**src/verilog/dtmf_pkg.sv**
```systemverilog
// Constants for the DTMF tone dialer key decode and tone selection logic
//
// Functional notes
// - Inhibit low: no tones, keyboard pulls released, oscillator and amplifiers off.
// - Inhibit input pulled up: floating or high means normal operation.
// - A tone needs at least one row and one column active together.
// - One row and one column give both matching group tones.
// - Many rows plus one column give column tone; reverse gives row tone.
// - Two or more rows and two or more columns give no tone.
// - Each key selects divide ratios of the crystal reference for its tones.
// - Rows map 697/770/852/941 Hz; columns 1209/1336/1477/1633 Hz.
// - Reference oscillator stops with no key sensed, restarts on key input.
// - Keypress indicator low with no key, high while a key is sensed.
// - Indicator follows sensing regardless of dual-only select or tone result.
// - With inhibit low, indicator ignores keys and stays at no-key level.
// - Dual-only select pulled up; low kills any multi-row or multi-column tone.
// - Sensing strobes rows and columns alternately near row rate; idle senses rows.
package dtmf_pkg;
   localparam int unsigned CLK_HZ       = 100_000_000;
   localparam int unsigned REF_HZ       = 3_579_545;
   localparam int unsigned LINES        = 4;
   localparam int unsigned IDX_W        = 2;
   localparam int unsigned STEPS        = 32;
   localparam int unsigned PH_W         = 5;
   localparam int unsigned DIV_W        = 8;
   localparam int unsigned TAP_W        = 4;
   localparam int unsigned ACC_W        = 28;
   localparam int unsigned LOW_HZ  [4]  = '{697, 770, 852, 941};
   localparam int unsigned HIGH_HZ [4]  = '{1209, 1336, 1477, 1633};
   // Sine tap codes, entry 0 in the low nibble
   localparam logic [127:0] SINE_TAPS   = 128'h75432111_11234578_9bcdefff_ffedcb98;
   localparam logic        OSC_STOP_RST = 1'b1;
   localparam logic        SCAN_ROW_RST = 1'b1;

   // Reference ticks per phase step, rounded to nearest
   function automatic logic [DIV_W-1:0] div_of(input int unsigned f);
      return DIV_W'((REF_HZ + f * STEPS / 2) / (f * STEPS));
   endfunction
endpackage
```
**src/verilog/dtmf_keypad_logic.sv**
```systemverilog
// Key decode, tone selection and sine tap sequencing of a DTMF dialer
module dtmf_keypad_logic #(
   parameter int unsigned CLK_FREQ = dtmf_pkg::CLK_HZ
) (
   input  wire logic                        ref_clk_i,
   input  wire logic                        rst_b_i,
   input  wire logic                        clk_en_i,
   input  wire logic [dtmf_pkg::LINES-1:0]  row_n_i,
   input  wire logic [dtmf_pkg::LINES-1:0]  col_n_i,
   input  wire logic                        part_inhibit_n_i,
   input  wire logic                        dual_only_select_n_i,
   output logic                             mute_o,
   output logic                             osc_stop_o,
   output logic                             kbd_oe_o,
   output logic                             scan_row_o,
   output logic                             row_tone_on_o,
   output logic                             col_tone_on_o,
   output logic [dtmf_pkg::TAP_W-1:0]       row_tap_o,
   output logic [dtmf_pkg::TAP_W-1:0]       col_tap_o
);
   import dtmf_pkg::*;

   if (CLK_FREQ <= REF_HZ || CLK_FREQ >= (1 << (ACC_W - 1))) begin : g_bad_clk
      $error("CLK_FREQ must exceed the reference and fit the accumulator");
   end

   localparam logic [DIV_W-1:0] LOW_DIV  [4] = '{div_of(LOW_HZ[0]), div_of(LOW_HZ[1]),
                                                 div_of(LOW_HZ[2]), div_of(LOW_HZ[3])};
   localparam logic [DIV_W-1:0] HIGH_DIV [4] = '{div_of(HIGH_HZ[0]), div_of(HIGH_HZ[1]),
                                                 div_of(HIGH_HZ[2]), div_of(HIGH_HZ[3])};
   localparam logic [ACC_W-1:0] ACC_STEP = ACC_W'(REF_HZ);
   localparam logic [ACC_W-1:0] ACC_WRAP = ACC_W'(CLK_FREQ);

   // ************************************************************
   // Key decode
   // ************************************************************
   logic [LINES-1:0] rows;
   logic [LINES-1:0] cols;
   logic [2:0]       nr;
   logic [2:0]       nc;
   logic             next_sensed;
   logic             next_row_on;
   logic             next_col_on;
   logic [IDX_W-1:0] next_row_idx;
   logic [IDX_W-1:0] next_col_idx;
   logic [IDX_W-1:0] row_idx;
   logic [IDX_W-1:0] col_idx;

   always_comb begin
      rows         = ~row_n_i;
      cols         = ~col_n_i;
      nr           = 3'($countones(rows));
      nc           = 3'($countones(cols));
      // Inhibit acts only when pulled low; an open pin reads high
      next_sensed  = part_inhibit_n_i && ((|rows) || (|cols));
      next_row_on  = part_inhibit_n_i && nr == 3'h1 &&
                     (nc == 3'h1 || (nc >= 3'h2 && dual_only_select_n_i));
      next_col_on  = part_inhibit_n_i && nc == 3'h1 &&
                     (nr == 3'h1 || (nr >= 3'h2 && dual_only_select_n_i));
      next_row_idx = row_idx;
      next_col_idx = col_idx;
      // Lowest active line wins; only matters when exactly one is active
      for (int i = LINES - 1; i >= 0; i--) begin
         if (rows[i]) begin
            next_row_idx = IDX_W'(i);
         end
         if (cols[i]) begin
            next_col_idx = IDX_W'(i);
         end
      end
   end

   always_ff @(posedge ref_clk_i) begin
      if (!rst_b_i) begin
         mute_o        <= 1'b0;
         osc_stop_o    <= OSC_STOP_RST;
         kbd_oe_o      <= 1'b0;
         row_tone_on_o <= 1'b0;
         col_tone_on_o <= 1'b0;
         row_idx       <= '0;
         col_idx       <= '0;
      end else if (clk_en_i) begin
         mute_o        <= next_sensed;
         osc_stop_o    <= !next_sensed;
         kbd_oe_o      <= part_inhibit_n_i;
         row_tone_on_o <= next_row_on;
         col_tone_on_o <= next_col_on;
         row_idx       <= next_row_idx;
         col_idx       <= next_col_idx;
      end
   end

   // ************************************************************
   // Reference oscillator stand-in
   // ************************************************************
   // Fractional accumulator turns the fast clock into reference ticks,
   // trading a little jitter for exact average crystal rate.
   logic [ACC_W-1:0] acc;
   logic [ACC_W-1:0] next_acc;
   logic             ref_tick;
   logic             next_ref_tick;

   always_comb begin
      next_acc      = '0;
      next_ref_tick = 1'b0;
      if (!osc_stop_o) begin
         next_acc = acc + ACC_STEP;
         if (next_acc >= ACC_WRAP) begin
            next_acc      = next_acc - ACC_WRAP;
            next_ref_tick = 1'b1;
         end
      end
   end

   always_ff @(posedge ref_clk_i) begin
      if (!rst_b_i) begin
         acc      <= '0;
         ref_tick <= 1'b0;
      end else if (clk_en_i) begin
         acc      <= next_acc;
         ref_tick <= next_ref_tick;
      end
   end

   // ************************************************************
   // Tone dividers and phase stepping, group 0 rows, group 1 columns
   // ************************************************************
   logic [DIV_W-1:0] cnt  [2];
   logic [PH_W-1:0]  ph   [2];
   logic [TAP_W-1:0] tap  [2];
   logic [DIV_W-1:0] div  [2];
   logic             on   [2];
   logic             wrap [2];

   assign div[0] = LOW_DIV[row_idx];
   assign div[1] = HIGH_DIV[col_idx];
   assign on[0]  = row_tone_on_o;
   assign on[1]  = col_tone_on_o;

   for (genvar g = 0; g < 2; g++) begin : g_grp
      logic [DIV_W-1:0] next_cnt;
      logic [PH_W-1:0]  next_ph;
      logic [TAP_W-1:0] next_tap;

      always_comb begin
         next_cnt = cnt[g];
         next_ph  = ph[g];
         wrap[g]  = 1'b0;
         // Dividers run whenever the oscillator runs so the strobe keeps time
         if (osc_stop_o) begin
            next_cnt = '0;
            next_ph  = '0;
         end else if (ref_tick) begin
            if (cnt[g] >= div[g] - DIV_W'(1)) begin
               next_cnt = '0;
               next_ph  = ph[g] + PH_W'(1);
               wrap[g]  = (ph[g] == PH_W'(STEPS - 1));
            end else begin
               next_cnt = cnt[g] + DIV_W'(1);
            end
         end
         next_tap = on[g] ? SINE_TAPS[next_ph * TAP_W +: TAP_W]
                          : SINE_TAPS[0 +: TAP_W];
      end

      always_ff @(posedge ref_clk_i) begin
         if (!rst_b_i) begin
            cnt[g] <= '0;
            ph[g]  <= '0;
            tap[g] <= SINE_TAPS[0 +: TAP_W];
         end else if (clk_en_i) begin
            cnt[g] <= next_cnt;
            ph[g]  <= next_ph;
            tap[g] <= next_tap;
         end
      end
   end

   assign row_tap_o = tap[0];
   assign col_tap_o = tap[1];

   // ************************************************************
   // Keyboard strobe
   // ************************************************************
   logic next_scan;

   always_comb begin
      next_scan = scan_row_o;
      if (osc_stop_o) begin
         next_scan = SCAN_ROW_RST;
      end else if (wrap[0]) begin
         next_scan = !scan_row_o;
      end
   end

   always_ff @(posedge ref_clk_i) begin
      if (!rst_b_i) begin
         scan_row_o <= SCAN_ROW_RST;
      end else if (clk_en_i) begin
         scan_row_o <= next_scan;
      end
   end

   logic one_row;
   logic one_col;
   assign one_row = $onehot(~row_n_i);
   assign one_col = $onehot(~col_n_i);
endmodule

```
**config.mk**
```make
export PLATFORM = sky130hd
export DESIGN_NAME = dtmf_keypad_logic
export DESIGN_NICKNAME = d
export VERILOG_FILES = /design/src/verilog/dtmf_pkg.sv /design/src/verilog/dtmf_keypad_logic.sv
export SDC_FILE = /design/constraint.sdc
export NUM_CORES = 1
export LEC_CHECK = 0
export BUFFER_PORTS_ARGS = -buffer_cell sky130_fd_sc_hd__buf_2
export CAP_MARGIN = 20
export CORE_UTILIZATION = 47
export CTS_BUF_LIST = sky130_fd_sc_hd__clkbuf_4
export CTS_CLUSTER_SIZE = 14
export DETAILED_ROUTE_END_ITERATION = 8
export GPL_TIMING_DRIVEN = 1
export PLACE_DENSITY = 0.66
export SETUP_SLACK_MARGIN = 0.4
export SYNTH_ARGS = -nofsm -noshare
export SYNTH_HDL_FRONTEND = slang
export SYNTH_SLANG_ARGS = --single-unit
```
**constraint.sdc**
```tcl
create_clock -name ref_clk_i -period 7.52 [get_ports ref_clk_i]
set_clock_uncertainty 0.1 [all_clocks]
set_input_delay 0.376 -clock ref_clk_i [delete_from_list [all_inputs] [get_ports ref_clk_i]]
set_output_delay 0.376 -clock ref_clk_i [all_outputs]
set_load 0.1 [all_outputs]
```
==> impl_metrics.py, run 1 <==
metrics = {
    "hold_path": {
        "hold_path_depth": 2,
        "worst_min_delay_path_category": "input port to flop",
        "holdPathEnd": "osc_stop_o",
        "start_point_of_the_worst_hold_path": "rst_b_i",
    },
    "floorplan": {
        "rows": 39,
        "pin_count": 27,
        "fp.dieArea_um2": 12300,
        "fp.coreArea_um2": 11500,
        "die_w_um": 111,
        "die-height_um": 111,
        "initial_core_utilization_pct": 48.6,
    },
    "clock_network": {
        "cts.root.buffer_cell": "sky130_fd_sc_hd__clkbuf_4",
        "cts.sink_count": 73,
        "tritoncts": "yes",
        "insertion_delay_ns": 0.44,
        "cts-hold-fix-buffers": 0,
        "cts-root-to-sink-buffers": 2,
        "postCtsSetupBuffers": 0,
        "clkTransAtPathRegs_ns": 0.12,
        "tritoncts_buffers": 9,
        "cts-resized-gates": 0,
        "ctsHtreeMaxLevel": 3,
    },
    "synthesis": {
        "avgSynthCellArea_um2": 8.62,
        "synth_async_sr_flop_share_pct": 0,
        "mappedNetlistNets": 706,
        "syn-instance-count": 646,
        "synth_top_flop_cell": "sky130_fd_sc_hd__dfxtp_1",
        "synth.cell_area_um2": 5570,
        "ys_seq_area_share_pct": 32.4,
        "post_synth_num_cell_types": 82,
        "synth_edf_count": 34,
        "yosys_register_bits": 73,
        "synth.yosys.warnings": 0,
    },
    "sta": {
        "transition_time_at_the_pin_with_the_least_slew_margin_ns": 0.962,
        "final.min_clock_period_ns": 4.22,
        "final_number_of_max_transition_violations": 0,
        "post-route-period-util_pct": 56.1,
        "finalHoldViolCount": 0,
        "clock.fmax_mhz": 237,
        "final.hold.worst_slack_ns": 0.134,
        "finalSetupViolCount": 0,
        "timing.slew.headroom_pct": 35.5,
        "finalSetupTns_ns": 0,
        "grt_setup_unrepaired": "false",
    },
    "detailed_routing": {
        "detailroute.via_count": 4788,
        "antenna_left": 0,
        "wl_per_cell_um": 15.3,
        "totalWireLength_um": 12400,
        "drt_first_pass_iters": 5,
        "drc_errors": 0,
        "dr.first_iter.drc_count": 265,
        "viasPerCell": 5.92,
    },
    "worst_setup_path": {
        "critical-path-slowest-cell": "sky130_fd_sc_hd__o21ai_0",
        "reg2reg_setup_slack_ns": 3.30,
        "cp_data_arrival_time_ns": 4.32,
        "worstPathBufferInverterCount": 3,
        "worstSetupStartpointType": "flop",
        "r2r_start": "col_idx[1]",
        "crit_top_cell": "sky130_fd_sc_hd__o21ai_0",
        "crit_chain": "inv_1 > ha_1 > inv_1 > ha_1 > o21ai_0 > a211oi_1 > o21ai_0 > a21boi_0 > o21ai_1 > o31a_1 > o21ai_0 > clkbuf_2 > mux2i_1 > mux2i_1 > a22o_1",
        "setup.worst_path.class": "flop to flop",
        "path_max_fanout": 7,
        "worstReg2RegEnd": "tap[1][1]",
        "r2r.worst_path.cells": 15,
        "cp-end-kind": "flop",
        "worst-endpoint-required_ns": 7.63,
        "path_delay_family": "compound AO/OA/AOI/OAI gates",
        "maximum_single_stage_delay_on_the_critical_path_ns": 0.66,
    },
    "final_layout": {
        "fin_area_um2": 5970,
        "final_common_cell": "sky130_fd_sc_hd__nand2_1",
        "num-nets-final": 721,
        "area_growth_syn_to_layout_pct": 7.19,
        "insertedDiodeCount": 0,
        "nFillCells": 1065,
        "post_route_cells_drive_above_1_share_pct": 11.0,
        "mostFrequentLayoutCells": "sky130_fd_sc_hd__nand2_1, sky130_fd_sc_hd__nor2_1, sky130_fd_sc_hd__ha_1, sky130_fd_sc_hd__o21ai_0, sky130_fd_sc_hd__inv_1",
    },
    "placed_design": {
        "place_congestion": 0.879,
        "port_buffers": 26,
        "hpwlAfterDp_um": 9040,
        "placement_cell_area_um2": 5780,
    },
    "global_route": {
        "grt_pass1_wl_um": 21200,
        "first_global_vias": 4602,
        "grt_remaining_overflow": 0,
        "maximum_number_of_pins_on_one_net_before_global_route_repair": 30,
        "grtUsageTotal_pct": 20.8,
        "grt_antenna_before_repair": 0,
    },
    "pwr": {
        "ir_worst_vdd_mv": 0.130,
        "total_leakage_power_nw": 2.40,
        "total_power_w": 0.000996,
        "power_density_nw_per_um2": 167,
    },
    "run": {
        "drv.max_cap_violation_count": 0,
    },
    "run_status": {
        "run_status": "finished clean",
    },
}
[power breakdown]
group / leakage [nW] / internal [W] / total, W / switching, W
Clock: 0.0983 / 0.000171 / 0.000323 / 0.000152
Sequential: 0.685 / 0.000437 / 0.000477 / 0.0000395
Combinational: 1.62 / 0.0000748 / 0.000196 / 0.000121
Total: 2.40 / 0.000683 / 0.000996 / 0.000313
[worst max-delay path by stage]
| stage | from | end | slack (ns) | depth (start not counted) |
|---|---|---|---|---|
| CTS | col_idx[1] | tap[1][1] | 3.18 | 14 |
| global placement | col_idx[1] | tap[1][1] | 3.42 | 14 |
| floorplan | col_idx[1] | tap[1][2] | 3.90 | 14 |
| detailed placement | col_idx[1] | tap[1][1] | 3.22 | 14 |
| global route | col_idx[1] | tap[1][1] | 2.87 | 15 |
| finish | col_idx[1] | tap[1][1] | 3.30 | 15 |
[layer usage]
| layer | up-vias | GRT usage (%) | part of all wire (%) | wire [um] |
|---|---|---|---|---|
| met5 | - | 0 | 0 | 0 |
| met3 | 27 | 3.77 | 3.9 | 479 |
| met1 | 2276 | 25.2 | 44 | 5500 |
| li1 | 2374 | - | - | - |
| met2 | 111 | 36.6 | 49 | 6090 |
| met4 | 0 | 7.56 | 2.4 | 301 |
[state kept, by name (all words and copies together), names as in the netlist]
signal,flops
ref_tick,1
acc,28
kbd_oe_o,1
row_tone_on_o,1
scan_row_o,1
col_tone_on_o,1
ph,10
col_idx,2
cnt,16
tap,8
row_idx,2
osc_stop_o,1
mute_o,1
[through the flow]
| step | util (%) | worst slack (ns) | std cells |
|---|---|---|---|
| 3_3_place_gp | 50.4 | 3.42 | 792 |
| 5_1_grt | 52.0 | 2.87 | 809 |
| 2_1_floorplan | - | 3.90 | 646 |
| 6_report | 52.0 | 3.30 | 809 |
| 4_1_cts | 52.0 | 3.18 | 808 |
| 3_5_place_dp | 50.4 | 3.22 | 792 |
[logic make-up (layout without fill, tap and decap cells)]
logic type | count (synthesis) | in the layout | share of synthesized area, %
buffers and inverters | 69 | 89 | 5.01
AOI/OAI and AO/OA | 180 | 180 | 23.3
other | 1 | 1 | 0.0674
xor gates and xnor gates | 39 | 39 | 6.13
adders and majority gates | 47 | 47 | 10.8
DFF | 73 | 73 | 32.4
muxes | 13 | 13 | 2.40
and+or+nand+nor | 224 | 224 | 19.9
[cells in the mapped netlist (all sizes together), types with 3 or more instances]
| library cell | count | area share, % |
|---|---|---|
| nand2 | 62 | 4.2 |
| nor2 | 59 | 4.0 |
| ha | 45 | 10 |
| o21ai | 45 | 4.0 |
| inv | 41 | 2.8 |
| dfxtp | 39 | 14 |
| edfxtp | 34 | 18 |
| a21oi | 32 | 2.9 |
| nand3 | 29 | 2.6 |
| xnor2 | 27 | 4.2 |
| clkbuf | 21 | 1.4 |
| o211ai | 12 | 2.0 |
| xor2 | 12 | 1.9 |
| nor3 | 11 | 1.1 |
| a21boi | 10 | 1.3 |
| and3 | 10 | 1.1 |
| mux2i | 10 | 1.8 |
| a21o | 9 | 1.3 |
| nand2b | 9 | 1.0 |
| nor2b | 8 | 0.90 |
| o22ai | 8 | 0.90 |
| or3 | 8 | 0.92 |
| a31oi | 7 | 0.79 |
| a211oi | 6 | 0.90 |
| a211o | 5 | 0.81 |
| buf | 5 | 0.67 |
| o2111ai | 5 | 0.79 |
| nand3b | 4 | 0.54 |
| nor4 | 4 | 0.72 |
| or2 | 4 | 0.49 |
| a22oi | 3 | 0.40 |
| a32o | 3 | 0.54 |
| and2 | 3 | 0.34 |
| mux2 | 3 | 0.61 |
| nand4 | 3 | 0.34 |
| o211a | 3 | 0.54 |
| o311ai | 3 | 0.47 |
[layout make-up]
class	instances	area [um^2]	share of cell area, %
inverters	43	161	2.70
multi-input cells	504	3490	58.4
repair buffers	30	158	2.64
clock buffers	10	75.1	1.26
clock inverters	6	106	1.78
well taps	143	179	3.00
flip-flops and latches	73	1800	30.2
Power figures use the tool's default switching activity.
==> run 2, diff against run 1 <==
Settings changed: PLACE_DENSITY 0.66 to 0.68.
Clock period 7.52 ns to 3.4 ns, I/O delays scaled along.
==> run 2 against run 1 <==
  * Wire length up 20%
  * Power up 120%
  * First-iteration DRC count down 6.0%
  * Non-clock buffer count up 87
  * Hold slack worse by 0.082 ns
  * Register-to-register slack worse by 3.2 ns
==> impl_metrics.py, run 2 (synthesis results as in run 1) <==
metrics = {
    "sta": {
        "finalSetupViolCount": 0,
        "timing.slew.headroom_pct": 53.2,
        "finalSetupTns_ns": 0,
        "final.min_clock_period_ns": 3.31,
        "final_number_of_max_transition_violations": 0,
        "final.hold.worst_slack_ns": 0.0519,
        "grt_setup_unrepaired": "true",
        "post-route-period-util_pct": 97.4,
        "clock.fmax_mhz": 302,
        "finalHoldViolCount": 0,
        "transition_time_at_the_pin_with_the_least_slew_margin_ns": 0.700,
    },
    "floorplan": {
        "die-height_um": 111,
        "pin_count": 27,
        "die_w_um": 111,
        "rows": 39,
        "fp.dieArea_um2": 12300,
        "fp.coreArea_um2": 11500,
        "initial_core_utilization_pct": 48.6,
    },
    "pwr": {
        "p_int_w": 0.00140,
        "seq_pwr_share_pct": 47.3,
        "power_dissipated_by_switching_net_loads_w": 0.000806,
        "power.share.clock_pct": 23.0,
        "switching_share_pct": 36.6,
        "power.share.combinational_pct": 29.7,
        "ir_worst_vdd_mv": 0.213,
        "total_leakage_power_nw": 3.00,
        "power_density_nw_per_um2": 295,
        "total_power_w": 0.00220,
    },
    "global_route": {
        "grt_antenna_before_repair": 0,
        "met2_capacity_usage_during_global_routing_pct": 42.5,
        "grt_remaining_overflow": 0,
        "grtUsageMet3_pct": 4.65,
        "global_routing_s_busiest_layer": "met2",
        "grtUsageMet1_pct": 26.4,
        "grtUsageTotal_pct": 22.9,
        "first_global_vias": 5168,
        "maximum_number_of_pins_on_one_net_before_global_route_repair": 30,
        "grt_pass1_wl_um": 23400,
    },
    "detailed_routing": {
        "drc_errors": 0,
        "totalWireLength_um": 14800,
        "viasPerCell": 5.93,
        "antenna_left": 0,
        "detailroute.via_count": 5311,
        "dr.first_iter.drc_count": 249,
        "wl_per_cell_um": 16.6,
        "drt_first_pass_iters": 5,
    },
    "run": {
        "drv.max_cap_violation_count": 0,
    },
    "final_layout": {
        "largestRegisters": "acc: 28 flops, cnt: 16 flops, ph: 10 flops",
        "final_common_cell": "sky130_fd_sc_hd__buf_4",
        "area_growth_syn_to_layout_pct": 34.2,
        "num-nets-final": 808,
        "post_route_cells_drive_above_1_share_pct": 36.3,
        "fin_area_um2": 7470,
        "nFillCells": 900,
        "registers.top_by_ff_count": "acc",
        "final_cells": 896,
        "insertedDiodeCount": 0,
        "mostFrequentLayoutCells": "sky130_fd_sc_hd__buf_4, sky130_fd_sc_hd__nand2_1, sky130_fd_sc_hd__nor2_1, sky130_fd_sc_hd__edfxtp_1, sky130_fd_sc_hd__inv_1",
        "largest_register_ff_count": 28,
    },
    "placed_design": {
        "placement_cell_area_um2": 6120,
        "port_buffers": 26,
        "place_congestion": 0.892,
        "hpwlAfterDp_um": 9230,
        "numPlacedInstances": 817,
    },
    "run_status": {
        "run_status": "finished clean",
    },
    "clock_network": {
        "tritoncts": "yes",
        "tritoncts_buffers": 9,
        "ctsHtreeMaxLevel": 3,
        "clkTransAtPathRegs_ns": 0.13,
        "cts.sink_count": 73,
        "insertion_delay_ns": 0.45,
        "cts.root.buffer_cell": "sky130_fd_sc_hd__clkbuf_4",
        "cts-root-to-sink-buffers": 2,
    },
    "hold_path": {
        "worst_min_delay_path_category": "input port to flop",
    },
    "worst_setup_path": {
        "worstSetupStartpointType": "flop",
        "worst-endpoint-required_ns": 3.64,
        "path_max_fanout": 7,
        "setup.worst_path.class": "flop to flop",
        "cp-end-kind": "flop",
        "cp_data_arrival_time_ns": 3.56,
    },
}
==> run 2: cell count changes in the layout (fill, tap and decap cells not counted), moves of 9 or more <==
cell and delta:
sky130_fd_sc_hd__o21ai_1 +12, sky130_fd_sc_hd__inv_1 -9, sky130_fd_sc_hd__ha_4 +15, sky130_fd_sc_hd__buf_6 +13, sky130_fd_sc_hd__dfxtp_1 -11, sky130_fd_sc_hd__buf_4 +67
sky130_fd_sc_hd__ha_1 -16, sky130_fd_sc_hd__a21oi_1 -10, sky130_fd_sc_hd__xnor2_1 -9, sky130_fd_sc_hd__o21ai_0 -19
==> run 2: worst paths after layout <==
path	start	end	slack (ns)	depth (start not counted)
worst max-delay path	acc[1]	acc[16]	0.09	14
worst min-delay path	row_n_i[2]	row_idx[0]	0.05	3
worst max register to register	acc[1]	acc[16]	0.09	14
worst min register to register	kbd_oe_o	kbd_oe_o	0.38	2
==> run 2: per-layer routing <==
layer / up-vias / routed length (um)
met1: 2605 / 6310
met2: 122 / 7740
li1: 2553 / -
met4: 0 / 241
met3: 31 / 545
met5: - / 0
==> run 2: worst max-delay path: stages (launching register included) <==
cell and delay (ns):
sky130_fd_sc_hd__dfxtp_4 0.39, sky130_fd_sc_hd__ha_4 0.17, sky130_fd_sc_hd__a211oi_4 0.22, sky130_fd_sc_hd__buf_6 0.15, sky130_fd_sc_hd__o211ai_1 0.15, sky130_fd_sc_hd__buf_4 0.19
sky130_fd_sc_hd__a22oi_2 0.22, sky130_fd_sc_hd__nand2_1 0.12, sky130_fd_sc_hd__a221o_1 0.35, sky130_fd_sc_hd__o211a_4 0.28, sky130_fd_sc_hd__or2_4 0.28, sky130_fd_sc_hd__buf_4 0.15
sky130_fd_sc_hd__nand3_2 0.07, sky130_fd_sc_hd__o211ai_1 0.10, sky130_fd_sc_hd__a221o_1 0.30
==> run 2: layout make-up <==
cell class / instances / area, um^2 / share of cell area (%)
Sequential cell: 73 / 1830 / 24.5
Inverter: 43 / 174 / 2.33
Multi-Input combinational cell: 504 / 4250 / 56.9
Clock buffer: 10 / 75.1 / 1.01
Tap cell: 143 / 179 / 2.40
Timing Repair Buffer: 117 / 912 / 12.2
Clock inverter: 6 / 45.0 / 0.603
==> run 2: what timing repair did <==
item / 4_1_cts / 5_1_grt
pin swaps: 47 / 57
hold buffers: 5 / 0
endpoints found under the setup margin: 29 / 29
buffers inserted: 28 / 30
endpoints found under the hold margin: 10 / 0
resized for setup: 83 / 75
==> run 2: through the flow <==
stage / setup slack, ns / utilization, %
2_1_floorplan: 0.223 / -
3_5_place_dp: -0.0653 / 53.3
4_1_cts: 0.128 / 59.4
3_3_place_gp: 0.0725 / 53.3
5_1_grt: -0.00725 / 65.1
6_report: 0.0871 / 65.1
==> run 2: power groups by stage <==
stage	sequential, W	clock (W)	combinational [W]
CTS	0.00104	0.000526	0.000548
global placement	0.00106	0	0.000470
detailed placement	0.00106	0	0.000487
finish	0.00104	0.000507	0.000655
floorplan	0.00107	0	0.000352
global route	0.00105	0.000559	0.000706
